### src/common/agp_pkg.sv
/*
 * Shared constants and decode helpers for the address-decoded general pins.
 * Assumes an ISA-style I/O bus and one 20 MHz clock.
 */
`default_nettype none

package agp_pkg;

	// Configuration port addresses on the I/O bus
	localparam logic [10:0] CFG_INDEX_PORT = 11'h3F0;
	localparam logic [10:0] CFG_DATA_PORT = 11'h3F1;

	// Configuration indices reachable through the data port
	localparam logic [7:0] IDX_FIRST = 8'h10;
	localparam logic [7:0] IDX_ADDR0_LO = 8'h10;
	localparam logic [7:0] IDX_ADDR0_HI = 8'h11;
	localparam logic [7:0] IDX_ADDR1_LO = 8'h12;
	localparam logic [7:0] IDX_ADDR1_HI = 8'h13;
	localparam logic [7:0] IDX_PIN0_CTRL = 8'h14;
	localparam logic [7:0] IDX_PIN1_CTRL = 8'h15;
	localparam int CFG_COUNT = 6;
	localparam int CTRL_SLOT = 4;

	// Reset values
	localparam logic [7:0] CFG_RESET = 8'h00;
	localparam logic [7:0] INDEX_RESET = 8'h00;

	// Control register fields
	localparam int MODE_MSB = 7;
	localparam int MODE_LSB = 5;
	localparam int POL_BIT = 4;
	localparam int QRD_BIT = 3;
	localparam int QWR_BIT = 2;
	localparam int OINV_BIT = 1;
	localparam int IINV_BIT = 0;

	// Upper address register fields
	localparam int CMP_MSB = 7;
	localparam int CMP_LSB = 6;
	localparam int AHI_MSB = 2;

	// Mode encodings; any code with the top bit set is chip select
	localparam logic [2:0] MODE_OFF = 3'h0;
	localparam logic [2:0] MODE_OUT = 3'h1;
	localparam logic [2:0] MODE_IN = 3'h2;
	localparam logic [2:0] MODE_BIDIR = 3'h3;
	localparam int MODE_CS_BIT = 2;

	// Synchroniser depth on pin inputs
	localparam int SYNC_STAGES = 2;

	function automatic logic addr_match(input logic [10:0] sa,
		input logic [10:0] base, input logic [1:0] cmp);
		logic [10:0] mask;
		mask = 11'h7FF << cmp;
		return ((sa ^ base) & mask) == 11'h000;
	endfunction

endpackage

`default_nettype wire

### src/hw/agp_general_pins.sv
/*
 * Two address-decoded general pins behind an index/data configuration port.
 * Assumes an ISA-style I/O bus whose pins are asynchronous to clk, and that
 * extended function mode is entered elsewhere and shown on config_mode.
 */
`timescale 1ns/10ps
`default_nettype none

module agp_general_pins (
	// Clock and reset
	input wire logic clk,
	input wire logic reset,
	// I/O bus
	input wire logic [10:0] sa,
	input wire logic aen,
	input wire logic ior_n,
	input wire logic iow_n,
	input wire logic [7:0] sd_in,
	output logic [7:0] sd_out,
	output logic [7:0] sd_oe,
	// Extended function mode active
	input wire logic config_mode,
	// General pins
	input wire logic [1:0] gp_in,
	output logic [1:0] gp_out,
	output logic [1:0] gp_oe
);

	localparam int SW = 25;

	logic [SW-1:0] sync1;
	logic [SW-1:0] sync2;
	logic [10:0] sa_s;
	logic aen_s;
	logic ior_s;
	logic iow_s;
	logic [7:0] sd_s;
	logic cfg_s;
	logic [1:0] gp_s;

	logic [7:0] idx;
	logic [7:0] next_idx;
	logic [7:0] cfg [agp_pkg::CFG_COUNT];
	logic [7:0] next_cfg [agp_pkg::CFG_COUNT];
	logic iow_q;
	logic [10:0] sa_q;
	logic aen_q;
	logic [7:0] sd_q;
	logic [7:0] next_sd_out;
	logic [7:0] next_sd_oe;
	logic wr_done;
	logic [1:0] ch_rd_en;
	logic [1:0] ch_rd_bit;

	// Two-flop synchroniser on every pin input
	always_ff @(posedge clk) begin
		sync1 <= {sa, aen, ior_n, iow_n, sd_in, config_mode, gp_in};
		sync2 <= sync1;
	end
	assign {sa_s, aen_s, ior_s, iow_s, sd_s, cfg_s, gp_s} = sync2;

	// Selected configuration register, zero when index is unmapped
	function automatic logic [7:0] cfg_read(input logic [7:0] index,
		input logic [7:0] regs [agp_pkg::CFG_COUNT]);
		logic [7:0] slot;
		slot = index - agp_pkg::IDX_FIRST;
		if (index >= agp_pkg::IDX_FIRST &&
			slot < 8'(agp_pkg::CFG_COUNT)) begin
			return regs[slot[2:0]];
		end
		return 8'h00;
	endfunction

	// Write commits at strobe release with the last low-phase sample
	assign wr_done = !iow_q && iow_s;

	always_comb begin
		logic [7:0] slot;
		slot = idx - agp_pkg::IDX_FIRST;
		next_idx = idx;
		next_cfg = cfg;
		if (wr_done && cfg_s && !aen_q) begin
			if (agp_pkg::addr_match(sa_q, agp_pkg::CFG_INDEX_PORT, 2'h0)) begin
				next_idx = sd_q;
			end
			// Data port writes the indexed register
			if (agp_pkg::addr_match(sa_q, agp_pkg::CFG_DATA_PORT, 2'h0) &&
				idx >= agp_pkg::IDX_FIRST &&
				slot < 8'(agp_pkg::CFG_COUNT)) begin
				next_cfg[slot[2:0]] = sd_q;
			end
		end
	end

	always_ff @(posedge clk) begin
		if (reset) begin
			idx <= agp_pkg::INDEX_RESET;
			for (int i = 0; i < agp_pkg::CFG_COUNT; i++) begin
				cfg[i] <= agp_pkg::CFG_RESET;
			end
			iow_q <= 1'b1;
			sa_q <= 11'h000;
			aen_q <= 1'b1;
			sd_q <= 8'h00;
		end else begin
			idx <= next_idx;
			cfg <= next_cfg;
			iow_q <= iow_s;
			sa_q <= sa_s;
			aen_q <= aen_s;
			sd_q <= sd_s;
		end
	end

	// One channel per pin, each on its own data bit
	generate
		for (genvar g = 0; g < 2; g++) begin : g_pin
			agp_pin_channel u_channel (
				.clk(clk),
				.reset(reset),
				.ctrl(cfg[agp_pkg::CTRL_SLOT + g]),
				.base({cfg[2*g+1][agp_pkg::AHI_MSB:0], cfg[2*g]}),
				.cmp(cfg[2*g+1][agp_pkg::CMP_MSB:agp_pkg::CMP_LSB]),
				.sa(sa_s),
				.aen(aen_s),
				.ior_n(ior_s),
				.iow_n(iow_s),
				.sd_bit(sd_s[g]),
				.pin_in(gp_s[g]),
				.pin_out(gp_out[g]),
				.pin_oe(gp_oe[g]),
				.rd_en(ch_rd_en[g]),
				.rd_bit(ch_rd_bit[g])
			);
		end
	endgenerate

	always_comb begin
		next_sd_out = 8'h00;
		next_sd_oe = 8'h00;
		if (!aen_s && !ior_s) begin
			if (cfg_s &&
				agp_pkg::addr_match(sa_s, agp_pkg::CFG_INDEX_PORT, 2'h0)) begin
				next_sd_out = idx;
				next_sd_oe = 8'hFF;
			end else if (cfg_s &&
				agp_pkg::addr_match(sa_s, agp_pkg::CFG_DATA_PORT, 2'h0)) begin
				next_sd_out = cfg_read(idx, cfg);
				next_sd_oe = 8'hFF;
			end else begin
				for (int i = 0; i < 2; i++) begin
					next_sd_out[i] = ch_rd_en[i] & ch_rd_bit[i];
					next_sd_oe[i] = ch_rd_en[i];
				end
			end
		end
	end

	always_ff @(posedge clk) begin
		if (reset) begin
			sd_out <= 8'h00;
			sd_oe <= 8'h00;
		end else begin
			sd_out <= next_sd_out;
			sd_oe <= next_sd_oe;
		end
	end

	reset_clear_a: assert property (@(posedge clk)
		reset |=> (cfg[4] == 8'h00 && cfg[5] == 8'h00 && gp_oe == 2'b00))
		else $error("control not cleared by reset");

	ctrl_write_a: assert property (@(posedge clk) disable iff (reset)
		(wr_done && cfg_s && !aen_q && sa_q == 11'h3F1 && idx == 8'h14)
		|=> cfg[4] == $past(sd_q))
		else $error("pin-0 control write lost");

	sd_release_a: assert property (@(posedge clk) disable iff (reset)
		(sd_oe != 8'h00) |-> (!$past(ior_s) && !$past(aen_s)))
		else $error("bus driven outside a read");

	cfg_read_a: assert property (@(posedge clk) disable iff (reset)
		(!aen_s && !ior_s && cfg_s && sa_s == 11'h3F1 && idx == 8'h15 &&
		$stable(cfg[5])) |=> (sd_oe == 8'hFF && sd_out == cfg[5]))
		else $error("pin-1 control read wrong");

	pin1_read_a: assert property (@(posedge clk) disable iff (reset)
		(ch_rd_en[1] && !cfg_s) |=>
		(sd_oe[1] && sd_out[1] == $past(ch_rd_bit[1])))
		else $error("pin-1 read not on bit one");

endmodule

`default_nettype wire

### src/hw/agp_pin_channel.sv
/*
 * One general pin: data output, input, bidirectional or chip select.
 * Assumes all bus and pin inputs arrive already synchronised to clk.
 */
`timescale 1ns/10ps
`default_nettype none

module agp_pin_channel (
	// Clock and reset
	input wire logic clk,
	input wire logic reset,
	// Configuration
	input wire logic [7:0] ctrl,
	input wire logic [10:0] base,
	input wire logic [1:0] cmp,
	// Synchronised bus
	input wire logic [10:0] sa,
	input wire logic aen,
	input wire logic ior_n,
	input wire logic iow_n,
	input wire logic sd_bit,
	// Synchronised pin level
	input wire logic pin_in,
	// Pin drive
	output logic pin_out,
	output logic pin_oe,
	// Read data toward the bus
	output logic rd_en,
	output logic rd_bit
);

	logic next_pin_out;
	logic next_pin_oe;
	logic hit;
	logic qual;
	logic cs_act;
	logic [2:0] mode;

	assign mode = ctrl[agp_pkg::MODE_MSB:agp_pkg::MODE_LSB];
	assign hit = !aen && agp_pkg::addr_match(sa, base, cmp);

	always_comb begin
		case ({ctrl[agp_pkg::QRD_BIT], ctrl[agp_pkg::QWR_BIT]})
			2'b00: qual = 1'b1;
			2'b01: qual = !iow_n;
			2'b10: qual = !ior_n;
			default: qual = !iow_n || !ior_n;
		endcase
	end
	assign cs_act = hit && qual;

	always_comb begin
		next_pin_out = pin_out;
		next_pin_oe = 1'b0;
		if (mode[agp_pkg::MODE_CS_BIT]) begin
			next_pin_oe = 1'b1;
			next_pin_out = ctrl[agp_pkg::POL_BIT] ? cs_act : !cs_act;
		end else begin
			case (mode)
				agp_pkg::MODE_OUT: begin
					next_pin_oe = 1'b1;
					if (hit && !iow_n) begin
						next_pin_out = sd_bit ^ ctrl[agp_pkg::OINV_BIT];
					end
				end
				agp_pkg::MODE_BIDIR: begin
					if (hit && !iow_n) begin
						next_pin_oe = 1'b1;
						next_pin_out = sd_bit ^ ctrl[agp_pkg::OINV_BIT];
					end
				end
				default: next_pin_oe = 1'b0;
			endcase
		end
	end

	always_ff @(posedge clk) begin
		if (reset) begin
			pin_out <= 1'b0;
			pin_oe <= 1'b0;
		end else begin
			pin_out <= next_pin_out;
			pin_oe <= next_pin_oe;
		end
	end

	assign rd_en = hit && !ior_n &&
		(mode == agp_pkg::MODE_IN || mode == agp_pkg::MODE_BIDIR);
	assign rd_bit = pin_in ^ ctrl[agp_pkg::IINV_BIT];

	off_release_a: assert property (@(posedge clk) disable iff (reset)
		(mode == agp_pkg::MODE_OFF) |=> !pin_oe)
		else $error("pin driven while off");

	cs_level_a: assert property (@(posedge clk) disable iff (reset)
		(mode[2] && ctrl[4] && $stable(ctrl)) |=> (pin_oe && pin_out == $past(cs_act)))
		else $error("active-high select level wrong");

	cs_low_a: assert property (@(posedge clk) disable iff (reset)
		(mode[2] && !ctrl[4] && hit && qual) |=> (pin_oe && !pin_out))
		else $error("active-low select not asserted");

	out_write_a: assert property (@(posedge clk) disable iff (reset)
		(mode == 3'h1 && hit && !iow_n) |=>
		(pin_out == ($past(sd_bit) ^ $past(ctrl[1]))))
		else $error("output pin did not take bus bit");

	bidir_drive_a: assert property (@(posedge clk) disable iff (reset)
		(mode == 3'h3) |=> (pin_oe == ($past(hit) && !$past(iow_n))))
		else $error("bidirectional drive wrong");

	read_mode_a: assert property (@(posedge clk) disable iff (reset)
		rd_en |-> (!mode[2] && mode[1] && !ior_n && !aen))
		else $error("read enabled outside input modes");

endmodule

`default_nettype wire

### config.mk
export PLATFORM = sky130hd
export DESIGN_NAME = agp_general_pins
export DESIGN_NICKNAME = d
export VERILOG_FILES = /design/src/common/agp_pkg.sv /design/src/hw/agp_general_pins.sv /design/src/hw/agp_pin_channel.sv
export SDC_FILE = /design/constraint.sdc
export NUM_CORES = 1
export LEC_CHECK = 0
export ABC_AREA = 1
export BUFFER_PORTS_ARGS = -buffer_cell sky130_fd_sc_hd__buf_4
export CAP_MARGIN = 40
export CORE_UTILIZATION = 55
export CTS_BUF_LIST = sky130_fd_sc_hd__clkbuf_4 sky130_fd_sc_hd__clkbuf_8 sky130_fd_sc_hd__clkbuf_16
export CTS_CLUSTER_DIAMETER = 50
export DETAILED_ROUTE_END_ITERATION = 16
export PLACE_DENSITY = 0.71
export SLEW_MARGIN = 20
export SYNTH_ARGS = -nofsm -noshare
export SYNTH_HDL_FRONTEND = slang
export SYNTH_SLANG_ARGS = --single-unit
### constraint.sdc
create_clock -name clk -period 4.3 [get_ports clk]
set_input_delay 1.075 -clock clk [delete_from_list [all_inputs] [get_ports clk]]
set_output_delay 1.075 -clock clk [all_outputs]
set_load 0.1 [all_outputs]
==> results.sh <==
export IMPL_htree_levels=4
export IMPL_ant_nets=0
export IMPL_met1_length_um=6840
export IMPL_ys_seq_elements=142
export IMPL_cts_clk_slew_worst_paths_ns=0.06
export IMPL_top_layer="met4"
export IMPL_avgSynthCellArea_sq_um=7.17
export IMPL_drc=0
export IMPL_syn_nets=848
export IMPL_p_sw_mw=0.659
export IMPL_worstReg2RegStart="idx[2]"
export IMPL_internal_power_mw=2.35
export IMPL_syn_area_sq_um=5890
export IMPL_crit_path_max_fanout=20
export IMPL_clk_latency_ns=0.54
export IMPL_yosysWarningCount=0
export IMPL_first_iter_violations=565
export IMPL_grt_pass1_vias=4775
export IMPL_vias=5337
export IMPL_final_common_cell="nand2_1"
export IMPL_grt_pass1_wl_um=24900
export IMPL_nets=880
export IMPL_overflow=0
export IMPL_outcome="finished clean"
export IMPL_core_area_sq_um=10400
export IMPL_rsz0062_at_grt="false"
export IMPL_layout_min_cycle_time_ns=2.64
export IMPL_hold_path_class="reg2reg"
export IMPL_track_usage_pct=30.1
export IMPL_postRouteWirelength_um=15900
export IMPL_fmax_mhz=379
export IMPL_cts_tree="done"
export IMPL_end_kind="flop"
export IMPL_clock_power_share_pct=50.9
export IMPL_dr_wl_met3_um=1410
export IMPL_die_height_um=105
export IMPL_numCtsBuffers=17
export IMPL_dieArea_sq_um=11100
export IMPL_max_cap_violations=0
export IMPL_ios=47
export IMPL_cts_root_buf="clkbuf_8"
export IMPL_layout_common_cells="nand2_1, dfxtp_1, inv_1"
export IMPL_wire_per_inst_um=15.9
export IMPL_finalSetupTns_ns=0
export IMPL_drive_above_1_share_pct=10.5
export IMPL_cts_resized=0
export IMPL_viasPerCell=5.33
export IMPL_cp_start_kind="flop"
export IMPL_period_share_pct=61.4
export IMPL_stdcell_count=1002
export IMPL_ctsHoldBuffers=0
export IMPL_grt_max_degree=50
export IMPL_pwr_density_cell_nw_per_um2=437
export IMPL_power_frac_comb_pct=3.5
export IMPL_crit_type="reg2reg"
export IMPL_synth_cells=821
export IMPL_fin_skew_ns=0.00860
export IMPL_hold_start="sync1[0]"
export IMPL_initial_utilization_pct=56.8
export IMPL_whs_path_depth=0
export IMPL_cp_arrival_ns=3.06
export IMPL_r2r_end="sd_out[4]"
export IMPL_diodes=0
export IMPL_slew_headroom_pct=53.1
export IMPL_final_max_slew_viol_count=0
export IMPL_worst_pin_slew_ns=0.702
export IMPL_final_hold_viol_count=0
export IMPL_die_w_um=105
export IMPL_io_buffer_count=46
export IMPL_dpl_hpwl_um=11200
export IMPL_seqPwrFrac_pct=45.6
export IMPL_place_inst=970
export IMPL_clock_sinks=142
export IMPL_wl_met2_um=7160
export IMPL_first_pass_iters=5
export IMPL_leakagePower_nw=3.15
export IMPL_ir_worst_vdd_mv=0.356
export IMPL_swShare_pct=21.9
export IMPL_post_cts_buffers=0
export IMPL_r2r_cells=8
export IMPL_clockBufferDepth=2
export IMPL_rows=37
export IMPL_setup_viol=0
export IMPL_antenna_found_initial=0
export IMPL_place_congestion=0.975
export IMPL_netlist_cell_type_count=34
export IMPL_syn2layout_area_growth_pct=16.9
export IMPL_worstPathRequired_ns=4.72
export IMPL_ys_seq_area_share_pct=48.3
export IMPL_hold_end="sync2[0]"
export IMPL_reg2reg_setup_slack_ns=1.66
final cells by class:
class	count	area, sq um
clock buffer	19	429
clock inverter	13	189
fill	927	3490
inverter	138	518
multi-input combinational	501	2320
sequential	142	2840
tap	136	170
timing repair buffer	53	418
stage by stage:
stage	setup slack [ns]	area (sq um)	util [%]	power [mW]	hold WS, ns
finish	1.66	6880	66.4	3.01	0.326
global route	1.51	6880	66.4	3.11	0.334
CTS	1.79	6880	66.4	3.02	0.326
detailed placement	1.80	6260	60.4	1.50	0.312
global placement	1.44	6230	60.1	1.50	0.310
floorplan	1.80	5890	-	1.45	0.310
worst max-delay path, stage by stage, from the launching register on:
cell	delay, ns
dfxtp_1	0.33
inv_1	0.40
nand2_1	0.45
inv_1	0.54
o21ai_0	0.19
o21ai_0	0.34
a21oi_1	0.11
nand2_1	0.10
a21oi_1	0.06
power groups by stage:
stage	Clock (mW)	Combinational [mW]	Sequential, mW
floorplan	0	0.0602	1.39
global placement	0	0.0998	1.40
detailed placement	0	0.104	1.40
CTS	1.55	0.105	1.37
global route	1.62	0.116	1.37
finish	1.53	0.106	1.37
flip-flops by register name, indices dropped and copies added (netlist names), 2 cells and up:
signal,flops
cfg,48
sync2,25
sd_oe,3
sd_out,8
sync1,25
sa_q,11
idx,8
sd_q,8
g_pin.u_channel.pin_oe,2
g_pin.u_channel.pin_out,2
synthesized netlist by cell type:
library cell	count	area (sq um)
nor2_2	1	6.26
nor2_1	113	424
o211ai_1	1	7.51
o21a_1	2	15.0
dfxtp_1	142	2840
buf_4	12	90.1
nor3_1	4	20.0
nand3_1	28	140
nand2_1	205	769
clkbuf_1	16	60.1
nand3b_1	2	15.0
a31oi_1	2	12.5
buf_6	1	11.3
xnor2_1	5	43.8
clkinv_1	3	11.3
buf_2	7	35.0
clkbuf_2	1	5.00
a211oi_1	8	60.1
and2_1	1	6.26
o22ai_1	8	50.1
or2_2	1	6.26
nor2b_1	2	12.5
a21oi_1	25	125
buf_1	3	11.3
nand3_2	1	10.0
nand4_1	57	357
o21ai_0	21	105
nor2_4	2	22.5
inv_1	135	507
o221ai_1	6	52.6
nor3_4	1	16.3
xor2_1	2	17.5
and3b_1	1	8.76
nor4_1	2	12.5
metal layers:
layer	vias to the layer above	global-route usage, %
li1	2649	-
met1	2405	40.6
met2	247	45.3
met3	36	7.17
met4	0	14.0
met5	-	0
logic make-up (layout without fill, tap and decap cells):
logic type,after synthesis,count (layout),synth area share (%)
compound gates,73,73,7.27
xor+xnor,7,7,1.04
buf+inv,178,223,12.4
flops,142,142,48.3
simple gates,421,421,31.0
worst max path at each step:
stage                          from        end  slack, ns  cells past startpoint
after detailed placement  sync2[11]    cfg[10]       1.80                      9
after global placement        reset    cfg[47]       1.44                      5
after global routing         idx[2]  sd_out[4]       1.51                      8
after floorplan            sd_oe[6]   sd_oe[3]       1.80                      1
after CTS                 sync2[11]    cfg[14]       1.79                      9
final                        idx[2]  sd_out[4]       1.66                      8
No activity file was read; power rests on OpenSTA's default activity.
